==> src/rtl/msgbuf_pkg.sv <==
package msgbuf_pkg;
	// Number of message buffers tracked.
	localparam int NUM_BUF = 32;
	// Register offsets as word indexes on the shared interface.
	localparam logic [4:0] REG_FULL_LOW   = 5'h00;
	localparam logic [4:0] REG_FULL_HIGH  = 5'h01;
	localparam logic [4:0] REG_OVF_LOW    = 5'h02;
	localparam logic [4:0] REG_OVF_HIGH   = 5'h03;
	localparam logic [4:0] REG_PAIR_BASE  = 5'h04;
	localparam logic [4:0] REG_PAIR_LAST  = 5'h13;
	// AHB-Lite byte offsets of the controller's own registers.
	localparam logic [7:0] CMD_ADDR_OFF   = 8'h00;
	localparam logic [7:0] CMD_WDATA_OFF  = 8'h04;
	localparam logic [7:0] CMD_GO_OFF     = 8'h08;
	localparam logic [7:0] CMD_STAT_OFF   = 8'h0C;
	localparam logic [7:0] CMD_RDATA_OFF  = 8'h10;
	// Field positions inside one control byte.
	localparam int F_DIR   = 7;
	localparam int F_ABT   = 6;
	localparam int F_LARB  = 5;
	localparam int F_TERR  = 4;
	localparam int F_REQ   = 3;
	localparam int F_ARE   = 2;
	localparam int F_PRI_H = 1;
	localparam int F_PRI_L = 0;
	// Writable bits of a control byte; status bits are read only.
	localparam logic [7:0] CTRL_WMASK = 8'h8F;
	localparam logic [15:0] RESET_VAL = 16'h0000;
	// Buffer word layouts in system RAM.
	localparam int SID_MSB = 12;
	localparam int SID_LSB = 2;
	localparam int SRR_BIT = 1;
	localparam int IDE_BIT = 0;
	localparam int EIDH_MSB = 11;
	localparam int EIDL_MSB = 15;
	localparam int EIDL_LSB = 10;
	localparam int RTR_BIT = 9;
	localparam int RSV_HI_BIT = 8;
	localparam int RSV_LO_BIT = 4;
	localparam int DLC_MSB = 3;
	localparam int HIT_MSB = 12;
	localparam int HIT_LSB = 8;
	localparam logic [15:0] SID_WORD_MASK = 16'h1FFF;
	localparam logic [15:0] EID_WORD_MASK = 16'h0FFF;
	localparam logic [15:0] LEN_WORD_MASK = 16'hFF1F;
	localparam logic [15:0] STAT_WORD_MASK = 16'h1F00;
endpackage

==> src/rtl/msgbuf_if.sv <==
`timescale 1ns/1ps
interface msgbuf_if;
	logic        wr;      // One-cycle register write strobe.
	logic        rd;      // One-cycle register read strobe.
	logic [4:0]  idx;     // Register word index.
	logic [15:0] wdata;   // Write data.
	logic [15:0] rdata;   // Read data, valid the cycle after rd.
	logic        rvalid;  // Read data valid pulse.
	modport dev (input wr, rd, idx, wdata, output rdata, rvalid);
	modport ctl (output wr, rd, idx, wdata, input rdata, rvalid);
endinterface

==> src/rtl/msgbuf_dev.sv <==
`timescale 1ns/1ps
module msgbuf_dev
	import msgbuf_pkg::*;
#(
	parameter int NB = NUM_BUF
)(
	input  wire logic        i_core_clk,
	input  wire logic        i_rst_n,
	input  wire logic        i_ce,
	msgbuf_if.dev            bus,
	input  wire logic        i_rx_store,      // Receive message stored pulse.
	input  wire logic [4:0]  i_rx_buf,        // Buffer targeted by the store.
	input  wire logic [4:0]  i_rx_filter,     // Filter that matched.
	input  wire logic        i_remote_rx,     // Matching remote frame pulse.
	input  wire logic [4:0]  i_remote_buf,    // Buffer matched by remote frame.
	input  wire logic        i_tx_ok,         // Transmission success pulse.
	input  wire logic        i_tx_abort_done, // Abort completed pulse.
	input  wire logic        i_tx_lost_arb,   // Lost arbitration pulse.
	input  wire logic        i_tx_error,      // Bus error pulse.
	input  wire logic [4:0]  i_tx_buf,        // Buffer of the transmit event.
	output logic             o_ram_we,        // RAM status-word write strobe.
	output logic      [4:0]  o_ram_buf,       // Buffer of the RAM write.
	output logic      [15:0] o_ram_status,    // Status word with filter hit.
	output logic             o_tx_valid,      // A send is pending.
	output logic      [4:0]  o_tx_sel,        // Highest-priority pending buffer.
	output logic      [NB-1:0] o_abort_req    // Pending abort per buffer.
);
	logic [NB-1:0] full_ff, ovf_ff, dir_ff, abt_ff, larb_ff, terr_ff;
	logic [NB-1:0] req_ff, are_ff, abort_ff;
	logic [1:0]    pri_ff [NB];
	logic [15:0]   rdata_ff;
	logic          rvalid_ff;
	logic          ram_we_ff;
	logic [4:0]    ram_buf_ff;
	logic [15:0]   ram_stat_ff;
	logic          txv_ff;
	logic [4:0]    txs_ff;
	logic          nxt_txv;
	logic [4:0]    nxt_txs;
	logic [1:0]    best_pri;

	// Receive flags; set beats a software clear in the same cycle.
	always_ff @(posedge i_core_clk or negedge i_rst_n) begin
		if (!i_rst_n) begin
			full_ff <= '0;
			ovf_ff  <= '0;
		end else if (i_ce) begin
			logic [NB-1:0] fnxt, onxt;
			fnxt = full_ff;
			onxt = ovf_ff;
			if (bus.wr) begin
				// Only zeros clear; ones leave flags unchanged.
				unique case (bus.idx)
					REG_FULL_LOW:  fnxt[15:0]  = full_ff[15:0] & bus.wdata;
					REG_FULL_HIGH: fnxt[31:16] = full_ff[31:16] & bus.wdata;
					REG_OVF_LOW:   onxt[15:0]  = ovf_ff[15:0] & bus.wdata;
					REG_OVF_HIGH:  onxt[31:16] = ovf_ff[31:16] & bus.wdata;
					default: ;
				endcase
			end
			if (i_rx_store) begin
				if (full_ff[i_rx_buf]) begin
					onxt[i_rx_buf] = 1'b1;
				end
				fnxt[i_rx_buf] = 1'b1;
			end
			full_ff <= fnxt;
			ovf_ff  <= onxt;
		end
	end

	// Per-buffer control bits from the pair registers and transmit events.
	always_ff @(posedge i_core_clk or negedge i_rst_n) begin
		if (!i_rst_n) begin
			dir_ff <= '0; abt_ff <= '0; larb_ff <= '0; terr_ff <= '0;
			req_ff <= '0; are_ff <= '0; abort_ff <= '0;
			for (int b = 0; b < NB; b++) pri_ff[b] <= 2'b00;
		end else if (i_ce) begin
			for (int b = 0; b < NB; b++) begin
				logic [7:0] wb;
				logic       hit;
				logic       set_req;
				// Odd buffer in the upper byte, even in the lower.
				wb  = b[0] ? bus.wdata[15:8] : bus.wdata[7:0];
				hit = bus.wr && (bus.idx == REG_PAIR_BASE + 5'(b >> 1));
				set_req = 1'b0;
				if (hit) begin
					dir_ff[b] <= wb[F_DIR];
					are_ff[b] <= wb[F_ARE];
					pri_ff[b] <= wb[F_PRI_H:F_PRI_L];
					if (wb[F_REQ]) begin
						set_req = ~req_ff[b];
					end else if (req_ff[b]) begin
						abort_ff[b] <= 1'b1;
					end
				end
				if (i_remote_rx && i_remote_buf == 5'(b) && are_ff[b]) begin
					set_req = 1'b1;
				end
				if (set_req) begin
					req_ff[b]  <= 1'b1;
					abort_ff[b] <= 1'b0;
					abt_ff[b]  <= 1'b0;
					larb_ff[b] <= 1'b0;
					terr_ff[b] <= 1'b0;
				end else if (i_tx_buf == 5'(b)) begin
					if (i_tx_ok) begin
						req_ff[b]   <= 1'b0;
						abt_ff[b]   <= 1'b0;
						abort_ff[b] <= 1'b0;
					end
					if (i_tx_abort_done) begin
						req_ff[b]   <= 1'b0;
						abt_ff[b]   <= 1'b1;
						abort_ff[b] <= 1'b0;
					end
					if (i_tx_lost_arb) larb_ff[b] <= 1'b1;
					if (i_tx_error)    terr_ff[b] <= 1'b1;
				end
			end
		end
	end

	// Priority pick: highest field wins, lowest index breaks ties.
	always_comb begin
		nxt_txv  = 1'b0;
		nxt_txs  = 5'h00;
		best_pri = 2'b00;
		for (int b = 0; b < NB; b++) begin
			if (req_ff[b] && dir_ff[b] && (!nxt_txv || pri_ff[b] > best_pri)) begin
				nxt_txv  = 1'b1;
				nxt_txs  = 5'(b);
				best_pri = pri_ff[b];
			end
		end
	end

	// Register read port, data valid one cycle after the strobe.
	always_ff @(posedge i_core_clk or negedge i_rst_n) begin
		if (!i_rst_n) begin
			rdata_ff  <= RESET_VAL;
			rvalid_ff <= 1'b0;
			txv_ff    <= 1'b0;
			txs_ff    <= 5'h00;
		end else if (i_ce) begin
			rvalid_ff <= bus.rd;
			txv_ff    <= nxt_txv;
			txs_ff    <= nxt_txs;
			if (bus.rd) begin
				unique case (bus.idx)
					REG_FULL_LOW:  rdata_ff <= full_ff[15:0];
					REG_FULL_HIGH: rdata_ff <= full_ff[31:16];
					REG_OVF_LOW:   rdata_ff <= ovf_ff[15:0];
					REG_OVF_HIGH:  rdata_ff <= ovf_ff[31:16];
					default: begin
						if (bus.idx >= REG_PAIR_BASE && bus.idx <= REG_PAIR_LAST) begin
							logic [4:0] e;
							e = 5'((bus.idx - REG_PAIR_BASE) << 1);
							rdata_ff <= {dir_ff[e+1], abt_ff[e+1], larb_ff[e+1],
								terr_ff[e+1], req_ff[e+1], are_ff[e+1], pri_ff[e+1],
								dir_ff[e], abt_ff[e], larb_ff[e], terr_ff[e],
								req_ff[e], are_ff[e], pri_ff[e]};
						end else begin
							rdata_ff <= RESET_VAL;
						end
					end
				endcase
			end
		end
	end

	// Receive-status word write to shared RAM with the filter hit code.
	always_ff @(posedge i_core_clk or negedge i_rst_n) begin
		if (!i_rst_n) begin
			ram_we_ff   <= 1'b0;
			ram_buf_ff  <= 5'h00;
			ram_stat_ff <= 16'h0000;
		end else if (i_ce) begin
			ram_we_ff <= i_rx_store;
			if (i_rx_store) begin
				ram_buf_ff  <= i_rx_buf;
				ram_stat_ff <= {3'b000, i_rx_filter, 8'h00};
			end
		end
	end

	assign bus.rdata    = rdata_ff;
	assign bus.rvalid   = rvalid_ff;
	assign o_ram_we     = ram_we_ff;
	assign o_ram_buf    = ram_buf_ff;
	assign o_ram_status = ram_stat_ff;
	assign o_tx_valid   = txv_ff;
	assign o_tx_sel     = txs_ff;
	assign o_abort_req  = abort_ff;
endmodule // msgbuf_dev

==> src/flat_wrapper.sv <==
// flat-port wrapper written by rule: the top's interface ports become plain ports
module msgbuf_dev_flat import msgbuf_pkg::*;
#(
	parameter int NB = NUM_BUF
)
  (i_core_clk, i_rst_n, i_ce, i_rx_store, i_rx_buf, i_rx_filter, i_remote_rx, i_remote_buf, i_tx_ok, i_tx_abort_done, i_tx_lost_arb, i_tx_error, i_tx_buf, o_ram_we, o_ram_buf, o_ram_status, o_tx_valid, o_tx_sel, o_abort_req, bus_wr, bus_rd, bus_idx, bus_wdata, bus_rdata, bus_rvalid);
  msgbuf_if bus_i ();
  input  wire logic i_core_clk;
  input  wire logic i_rst_n;
  input  wire logic i_ce;
  input  wire logic i_rx_store;
  input  wire logic [4:0] i_rx_buf;
  input  wire logic [4:0] i_rx_filter;
  input  wire logic i_remote_rx;
  input  wire logic [4:0] i_remote_buf;
  input  wire logic i_tx_ok;
  input  wire logic i_tx_abort_done;
  input  wire logic i_tx_lost_arb;
  input  wire logic i_tx_error;
  input  wire logic [4:0] i_tx_buf;
  output logic o_ram_we;
  output logic      [4:0] o_ram_buf;
  output logic      [15:0] o_ram_status;
  output logic o_tx_valid;
  output logic      [4:0] o_tx_sel;
  output logic      [NB-1:0] o_abort_req;
  input wire logic [$bits(bus_i.wr)-1:0] bus_wr;
  input wire logic [$bits(bus_i.rd)-1:0] bus_rd;
  input wire logic [$bits(bus_i.idx)-1:0] bus_idx;
  input wire logic [$bits(bus_i.wdata)-1:0] bus_wdata;
  output wire logic [$bits(bus_i.rdata)-1:0] bus_rdata;
  output wire logic [$bits(bus_i.rvalid)-1:0] bus_rvalid;
  assign bus_i.wr = bus_wr;
  assign bus_i.rd = bus_rd;
  assign bus_i.idx = bus_idx;
  assign bus_i.wdata = bus_wdata;
  assign bus_rdata = bus_i.rdata;
  assign bus_rvalid = bus_i.rvalid;
  msgbuf_dev #(.NB(NB)) u_core (.i_core_clk(i_core_clk), .i_rst_n(i_rst_n), .i_ce(i_ce), .bus(bus_i), .i_rx_store(i_rx_store), .i_rx_buf(i_rx_buf), .i_rx_filter(i_rx_filter), .i_remote_rx(i_remote_rx), .i_remote_buf(i_remote_buf), .i_tx_ok(i_tx_ok), .i_tx_abort_done(i_tx_abort_done), .i_tx_lost_arb(i_tx_lost_arb), .i_tx_error(i_tx_error), .i_tx_buf(i_tx_buf), .o_ram_we(o_ram_we), .o_ram_buf(o_ram_buf), .o_ram_status(o_ram_status), .o_tx_valid(o_tx_valid), .o_tx_sel(o_tx_sel), .o_abort_req(o_abort_req));
endmodule
==> config.mk <==
export PLATFORM = sky130hd
export DESIGN_NAME = msgbuf_dev_flat
export DESIGN_NICKNAME = d
export VERILOG_FILES = /design/src/rtl/msgbuf_pkg.sv /design/src/rtl/msgbuf_if.sv /design/src/rtl/msgbuf_dev.sv /design/src/flat_wrapper.sv
export SDC_FILE = /design/constraint.sdc
export NUM_CORES = 1
export LEC_CHECK = 0
export BUFFER_PORTS_ARGS = -buffer_cell sky130_fd_sc_hd__buf_4
export CAP_MARGIN = 15
export CORE_ASPECT_RATIO = 1.2
export CORE_MARGIN = 2
export CORE_UTILIZATION = 40
export CTS_CLUSTER_DIAMETER = 120
export CTS_CLUSTER_SIZE = 20
export DETAILED_ROUTE_END_ITERATION = 8
export GPL_TIMING_DRIVEN = 0
export PLACE_DENSITY_LB_ADDON = 0.2
export SLEW_MARGIN = 10
export SYNTH_ARGS = -nofsm -noshare
export SYNTH_HDL_FRONTEND = slang
export SYNTH_SLANG_ARGS = --single-unit
==> constraint.sdc <==
create_clock -name i_core_clk -period 63.9 [get_ports i_core_clk]
set_input_delay 12.78 -clock i_core_clk [delete_from_list [all_inputs] [get_ports i_core_clk]]
set_output_delay 12.78 -clock i_core_clk [all_outputs]
set_load 0.005 [all_outputs]
==> results of run 1 <==
## critical path: cells and delay by family, from the launching register on
kind	cells	cell delay, ps
AO/OA/AOI/OAI	79	17860
buffers and inverters	6	660
flip-flops	1	360
AND/OR/NAND/NOR	58	9670
multiplexers	13	4690
adder cells (fa/ha/maj)	36	10550
## sequential cells by signal, indices dropped and copies added, names as in the netlist
register / flops
u_core.bus.rvalid: 1
u_core.o_ram_we: 1
u_core.terr_ff: 32
u_core.dir_ff: 32
u_core.are_ff: 32
u_core.abt_ff: 32
u_core.pri_ff: 64
u_core.full_ff: 32
u_core.o_tx_sel: 5
u_core.larb_ff: 32
u_core.o_tx_valid: 1
u_core.o_ram_status: 5
u_core.o_abort_req: 32
u_core.req_ff: 32
u_core.o_ram_buf: 5
u_core.ovf_ff: 32
u_core.bus.rdata: 16
## stage by stage
step	area [um^2]	util	hold WS [ps]	power [W]	setup slack [ps]
2_1_floorplan	21400	-	443	0.000435	25930
3_5_place_dp	23200	0.440	472	0.000509	20410
5_1_grt	23800	0.452	512	0.000692	16840
6_report	23800	0.452	484	0.000658	19930
4_1_cts	23800	0.451	491	0.000658	20350
3_3_place_gp	23100	0.438	455	0.000502	21160
## cell usage after synthesis (12+ instances only)
cell,n,area (um^2)
a32o_1,16,160
nand2b_1,38,238
or2_2,23,144
mux4_2,87,1960
a22oi_1,46,345
a41oi_1,18,158
o21a_1,15,113
nor3_1,43,215
and2_1,23,144
and3_1,17,106
buf_4,13,97.6
o21ai_0,195,976
ha_1,38,475
a31oi_1,55,344
inv_1,56,210
nand3_1,53,265
nand2_1,191,717
nor3b_1,12,90.1
clkbuf_1,96,360
a21o_1,37,278
a21oi_1,104,521
nor2b_1,15,93.8
mux2_2,125,1410
dfrtp_1,386,9660
nor2_1,230,863
## placed cells by master (no fill, tap or decap), types with 12 or more instances in the layout
| cell | instances |
|---|---|
| dfrtp_1 | 386 |
| nor2_1 | 230 |
| o21ai_0 | 195 |
| nand2_1 | 191 |
| mux2_2 | 125 |
| buf_4 | 120 |
| a21oi_1 | 104 |
| clkbuf_1 | 96 |
| mux4_2 | 87 |
| inv_1 | 56 |
| a31oi_1 | 55 |
| nand3_1 | 53 |
| a22oi_1 | 46 |
| nor3_1 | 43 |
| nand2b_1 | 38 |
| ha_1 | 38 |
| a21o_1 | 37 |
| and2_1 | 23 |
| or2_2 | 23 |
| clkbuf_16 | 23 |
| a41oi_1 | 18 |
| and3_1 | 17 |
| a32o_1 | 16 |
| nor2b_1 | 15 |
| o21a_1 | 15 |
| nor3b_1 | 12 |
## where the power goes
group / leakage (nW) / internal (W) / switching [W]
clock: 0.290 / 0.0000649 / 0.0000853
sequential: 4.95 / 0.000282 / 0.0000361
combinational: 5.17 / 0.0000866 / 0.000103
total: 10.4 / 0.000434 / 0.000225
## metal layers
metal	up-vias	GRT usage	part of all wire
li1	8035	-	-
met1	9309	0.354	0.39
met2	874	0.473	0.48
met3	221	0.0389	0.068
met4	0	0.168	0.068
met5	-	0	0
## how the worst min path moves through the flow
stage                         from                  end  slack [ps]  cells past startpoint
6_report         u_core.bus.rvalid    u_core.bus.rvalid         480                      1
5_1_grt        u_core.o_ram_buf[1]  u_core.o_ram_buf[1]         510                      2
4_1_cts          u_core.bus.rvalid    u_core.bus.rvalid         490                      1
3_5_place_dp     u_core.bus.rvalid    u_core.bus.rvalid         470                      1
3_3_place_gp     u_core.abt_ff[31]    u_core.abt_ff[31]         460                      2
2_1_floorplan    u_core.abt_ff[15]    u_core.abt_ff[15]         440                      2
## cell families after synthesis
logic type,Yosys count
muxes,220
adders and majority gates,44
AOI/OAI and AO/OA,593
buffers and inverters,179
and+or+nand+nor,680
DFF,386
other,1
## area by class of cell
class                           count  area (um^2)
Clock buffer                       23          576
Fill cell                        5129        28900
Buffer                            122          519
Sequential cell                   386         9660
Timing Repair Buffer              113          927
Clock inverter                      2         18.8
Multi-Input combinational cell   1548        11000
Inverter                           57          214
Tap cell                          705          882
==> run_results.csv, run 1 <==
group,metric,value,unit
outcome,status,"completed",
clock_network,htree_num_levels,1,
setup_path,crit_slowest_cell,"o311ai_1",
floorplan,chipWidth,215,um
routing,dr.first_iter.drc_count,1766,
job,maxCapViolations,0,
floorplan,pin_count,129,
place,dp.cells,2929,
sta,setup_viol,0,
synthesis,synth.mux.area_fraction,0.163,
sta,slew_viol_final,0,
setup_path,crit_path_start_kind,"flip-flop",
setup_path,arrival,44420,ps
synthesis,yosys.area_share.xor_xnor,0,
synthesis,ys_warn_count,0,
floorplan,placementRows,92,
setup_path,reg2regPathDepth,192,
clock_network,clock_latency,560,ps
power_and_ir_drop,power.density,27.6,nW/um^2
synthesis,synth_compound_area_frac,0.179,
sta,clock_skew,17.1,ps
clock_network,cts_tree,"built",
routing,vias,18400,
finish,drive_gt1_frac,0.182,
synthesis,synth_top_family_by_area,"compound AO/OA/AOI/OAI gates",
setup_path,rrSetupSlack,19930,ps
floorplan,core,52700,um^2
grt,overflow,0,
setup_path,critPathMaxStageDelay,850,ps
synthesis,netlist_instances,2103,
routing,wl_per_cell,26.9,um
sta,finalSetupTns,0,ps
setup_path,cp_max_fo,9,
setup_path,cp_common_cell,"ha_1",
grt,first_global_vias,18300,
routing,ant_nets,0,
synthesis,ys_ff_latch,386,
synthesis,yosysSeqAreaShare,0.452,
setup_path,reg2reg_from,"u_core.req_ff[0]",
power_and_ir_drop,p_leak,10.4,nW
floorplan,die_h,257,um
finish,syn_to_final_growth,11.4,%
clock_network,hold_buffers,0,
finish,fin_nets,2341,
sta,fin_crit,43970,ps
setup_path,critPathCaptureType,"flip-flop",
finish,finalNonFillerCells,2956,
synthesis,synthAdderAreaFrac,0.0251,
setup_path,critPathKind,"flip-flop to flip-flop",
grt,track_usage,0.284,
sta,rsz0062_at_grt,"no",
sta,worst_pin_slew,1240,ps
min_path,hp-class,"flip-flop to flip-flop",
setup_path,cp-startpoint,"u_core.req_ff[0]",
place,port_buffers,108,
synthesis,synth_ff_type,"dfrtp_1",
routing,avgViaCountPerCell,6.24,
setup_path,worstReg2RegEnd,"u_core.o_tx_sel[4]",
clock_network,cts_buffer_depth,3,
grt,grt_max_degree,110,
sta,finalCritPeriodShare,0.688,
routing,totalWireLength,79.4,mm
floorplan,die-area,55300,um^2
sta,max_freq,22.7,MHz
synthesis,syn_area_per_cell,10.2,um^2
routing,dr.pass1.iters,6,
power_and_ir_drop,vdd_ir_drop_max,0.0226,mV
clock_network,cts_buffers,23,
grt,grt_pass1_wl,118,mm
clock_network,clock_tree.root_cell,"clkbuf_16",
sta,hold_viol,0,
synthesis,netlist_area,21400,um^2
clock_network,cts_resized,0,
setup_path,cp.required,64350,ps
finish,diodes,0,
clock_network,cts_setup_buffers,0,
synthesis,synthArstFlopShare,1.00,
sta,max-slew-margin-rel,0.165,
synthesis,synth-simple-area-share,0.147,
clock_network,path_clk_slew,90,ps
clock_network,cts.sinks,386,
place,dp_hpwl,61.0,mm
setup_path,crit_end,"u_core.o_tx_sel[4]",
routing,drc,0,
place,place_congestion,1.01,
synthesis,yosysUniqueCellTypes,78,
synthesis,synth_edf_count,0,
floorplan,start_util,0.405,
grt,antenna_found_initial,0,
(Power assumes the default switching activity.)
==> run 2: changes to the inputs <==
clock period = 39.6 ns   (was 63.9 ns; I/O delays follow)
==> run 2 against run 1 <==
Compared with the run above: sequential share of layout area is 1.4 points lower; die area did not move; worst hold slack about the same; sequential cell count stayed put; non-clock buffer count up 45; first-iteration DRC count increased by 1.3%; worst setup slack worse by 19000 ps; cell area increased by 3.6%; via count grew 1.2%; highest routed layer unchanged; wire length increased by 1.4%; global-route usage up 0.16 points.
==> run_results.csv, run 2 (synthesis results as in run 1) <==
group,metric,value,unit
finish,fillers,5057,
setup_path,cp.required,40050,ps
floorplan,die_h,257,um
routing,vias,18700,
finish,regMostFlops,"u_core.pri_ff",
setup_path,crit_slowest_cell,"or4_1",
clock_network,clock_latency,560,ps
setup_path,cp_max_fo,7,
setup_path,arrival,38740,ps
setup_path,crit_path_start_kind,"flip-flop",
setup_path,cp-startpoint,"u_core.req_ff[0]",
grt,antenna_found_initial,0,
power_and_ir_drop,vdd_ir_drop_max,0.0369,mV
routing,drc,0,
sta,worst_pin_slew,1260,ps
place,port_buffers,108,
clock_network,clock_tree.root_cell,"clkbuf_16",
setup_path,critPathCaptureType,"flip-flop",
setup_path,critPathMaxStageDelay,520,ps
setup_path,reg2regPathDepth,196,
finish,fin_nets,2386,
grt,track_usage,0.286,
sta,clock_skew,16.0,ps
place,dp_hpwl,61.0,mm
floorplan,die-area,55300,um^2
clock_network,hold_buffers,0,
grt,use_met1,0.354,
sta,max-slew-margin-rel,0.151,
clock_network,cts_buffers,23,
finish,drive_gt1_frac,0.238,
routing,wl_per_cell,26.8,um
finish,finalNonFillerCells,3001,
place,dp.cells,2929,
power_and_ir_drop,switching_share,0.348,
grt,grt_use_met3,0.0404,
finish,most-common-layout-cells,"dfrtp_1 (385), nor2_1 (211), nand2_1 (187)",
floorplan,core,52700,um^2
clock_network,cts_buffer_depth,3,
clock_network,cts.sinks,386,
grt,grt_pass1_wl,119,mm
power_and_ir_drop,total_power,0.00112,W
outcome,status,"completed",
min_path,holdCritStartpoint,"u_core.bus.rvalid",
floorplan,chipWidth,215,um
sta,setup_viol,0,
sta,whs,484,ps
power_and_ir_drop,switchingPower,0.000389,W
clock_network,cts_tree,"built",
finish,final-seq-area,9660,um^2
grt,top_usage_layer,"met2",
finish,largest_reg_flops,64,
finish,final_common_cell,"dfrtp_1",
setup_path,reg2reg_from,"u_core.req_ff[0]",
clock_network,path_clk_slew,90,ps
min_path,whs_path_depth,1,
clock_network,htree_num_levels,1,
sta,max_freq,26.1,MHz
routing,totalWireLength,80.5,mm
routing,dr.pass1.iters,6,
routing,avgViaCountPerCell,6.22,
power_and_ir_drop,p_seq_frac,0.460,
power_and_ir_drop,p_leak,10.7,nW
grt,first_global_vias,18500,
routing,dr.first_iter.drc_count,1789,
grt,use_met2,0.477,
routing,ant_nets,0,
sta,finalSetupTns,0,ps
sta,finalCritPeriodShare,0.967,
finish,syn_to_final_growth,15.4,%
setup_path,critPathKind,"flip-flop to flip-flop",
power_and_ir_drop,comb_power_share,0.322,
min_path,hp-class,"flip-flop to flip-flop",
sta,hold_viol,0,
place,place_congestion,1.01,
finish,diodes,0,
setup_path,cp_common_cell,"ha_1",
job,maxCapViolations,0,
finish,multiInputGateArea,11500,um^2
sta,fin_crit,38290,ps
grt,overflow,0,
power_and_ir_drop,power.density,45.4,nW/um^2
floorplan,placementRows,92,
power_and_ir_drop,power.internal,0.000730,W
power_and_ir_drop,p_clk_frac,0.218,
floorplan,pin_count,129,
grt,grt_max_degree,110,
sta,slew_viol_final,0,
floorplan,start_util,0.405,
run 2: changes by cell type in the layout (fill, tap and decap cells not counted), sizes merged:
| cell | before | now |
|---|---|---|
| buf | 138 | 183 |
run 2: final cells by class:
cell class,instances,area share
multi-input combinational,1548,0.467
inverter,57,0.00868
buffer,122,0.0212
sequential,386,0.392
clock buffer,23,0.0233
clock inverter,2,0.000761
timing repair buffer,158,0.0515
tap,705,0.0358
run 2: power groups by stage:
stage               logic (W)  registers (W)  clock network, W
floorplan            0.000206       0.000496                 0
global placement     0.000294       0.000516                 0
detailed placement   0.000303       0.000519                 0
CTS                  0.000314       0.000511          0.000247
global route         0.000390       0.000521          0.000260
finish               0.000360       0.000514          0.000244
run 2: path summary, 6_finish.rpt:
check / to / slack [ps]
setup reg to reg: u_core.o_tx_sel[4] / 1310
hold reg to reg: u_core.bus.rvalid / 480
min in group asynchronous: u_core.o_ram_status[9] / 7370
hold / removal: u_core.bus.rvalid / 480
setup / recovery: u_core.o_tx_sel[4] / 1310
max in group asynchronous: u_core.larb_ff[10] / 31120
run 2: per-layer routing:
metal  part of all wire  wire length [um]  vias up
li1                   -                 -     8129
met1               0.38             30800     9428
met2               0.48             38600      876
met3              0.068              5450      230
met4              0.070              5610        0
met5                  0                 0        -
run 2: timing repair:
item / 4_1_cts / 5_1_grt
gates cloned: 0 / 0
pin swaps: 15 / 64
endpoints found under the setup margin: 5 / 5
buffers inserted: 22 / 23
resized for setup: 30 / 102
hold endpoints to repair: 0 / 0
run 2: per-stage QoR:
| stage | util | cell area, um^2 | setup slack (ps) |
|---|---|---|---|
| 2_1_floorplan | - | 21400 | 1630 |
| 3_3_place_gp | 0.438 | 23100 | -3140 |
| 3_5_place_dp | 0.440 | 23200 | -3890 |
| 4_1_cts | 0.457 | 24100 | 9.28 |
| 5_1_grt | 0.468 | 24700 | -357 |
| 6_report | 0.468 | 24700 | 1310 |
run 2: critical path, delay by kind of cell, from the launching register on:
family	cells	cell delay (ps)
muxes	13	4200
and+or+nand+nor	60	8980
DFF	1	360
AOI/OAI and AO/OA	78	13080
adders and majority gates	36	10430
buffers and inverters	9	1080
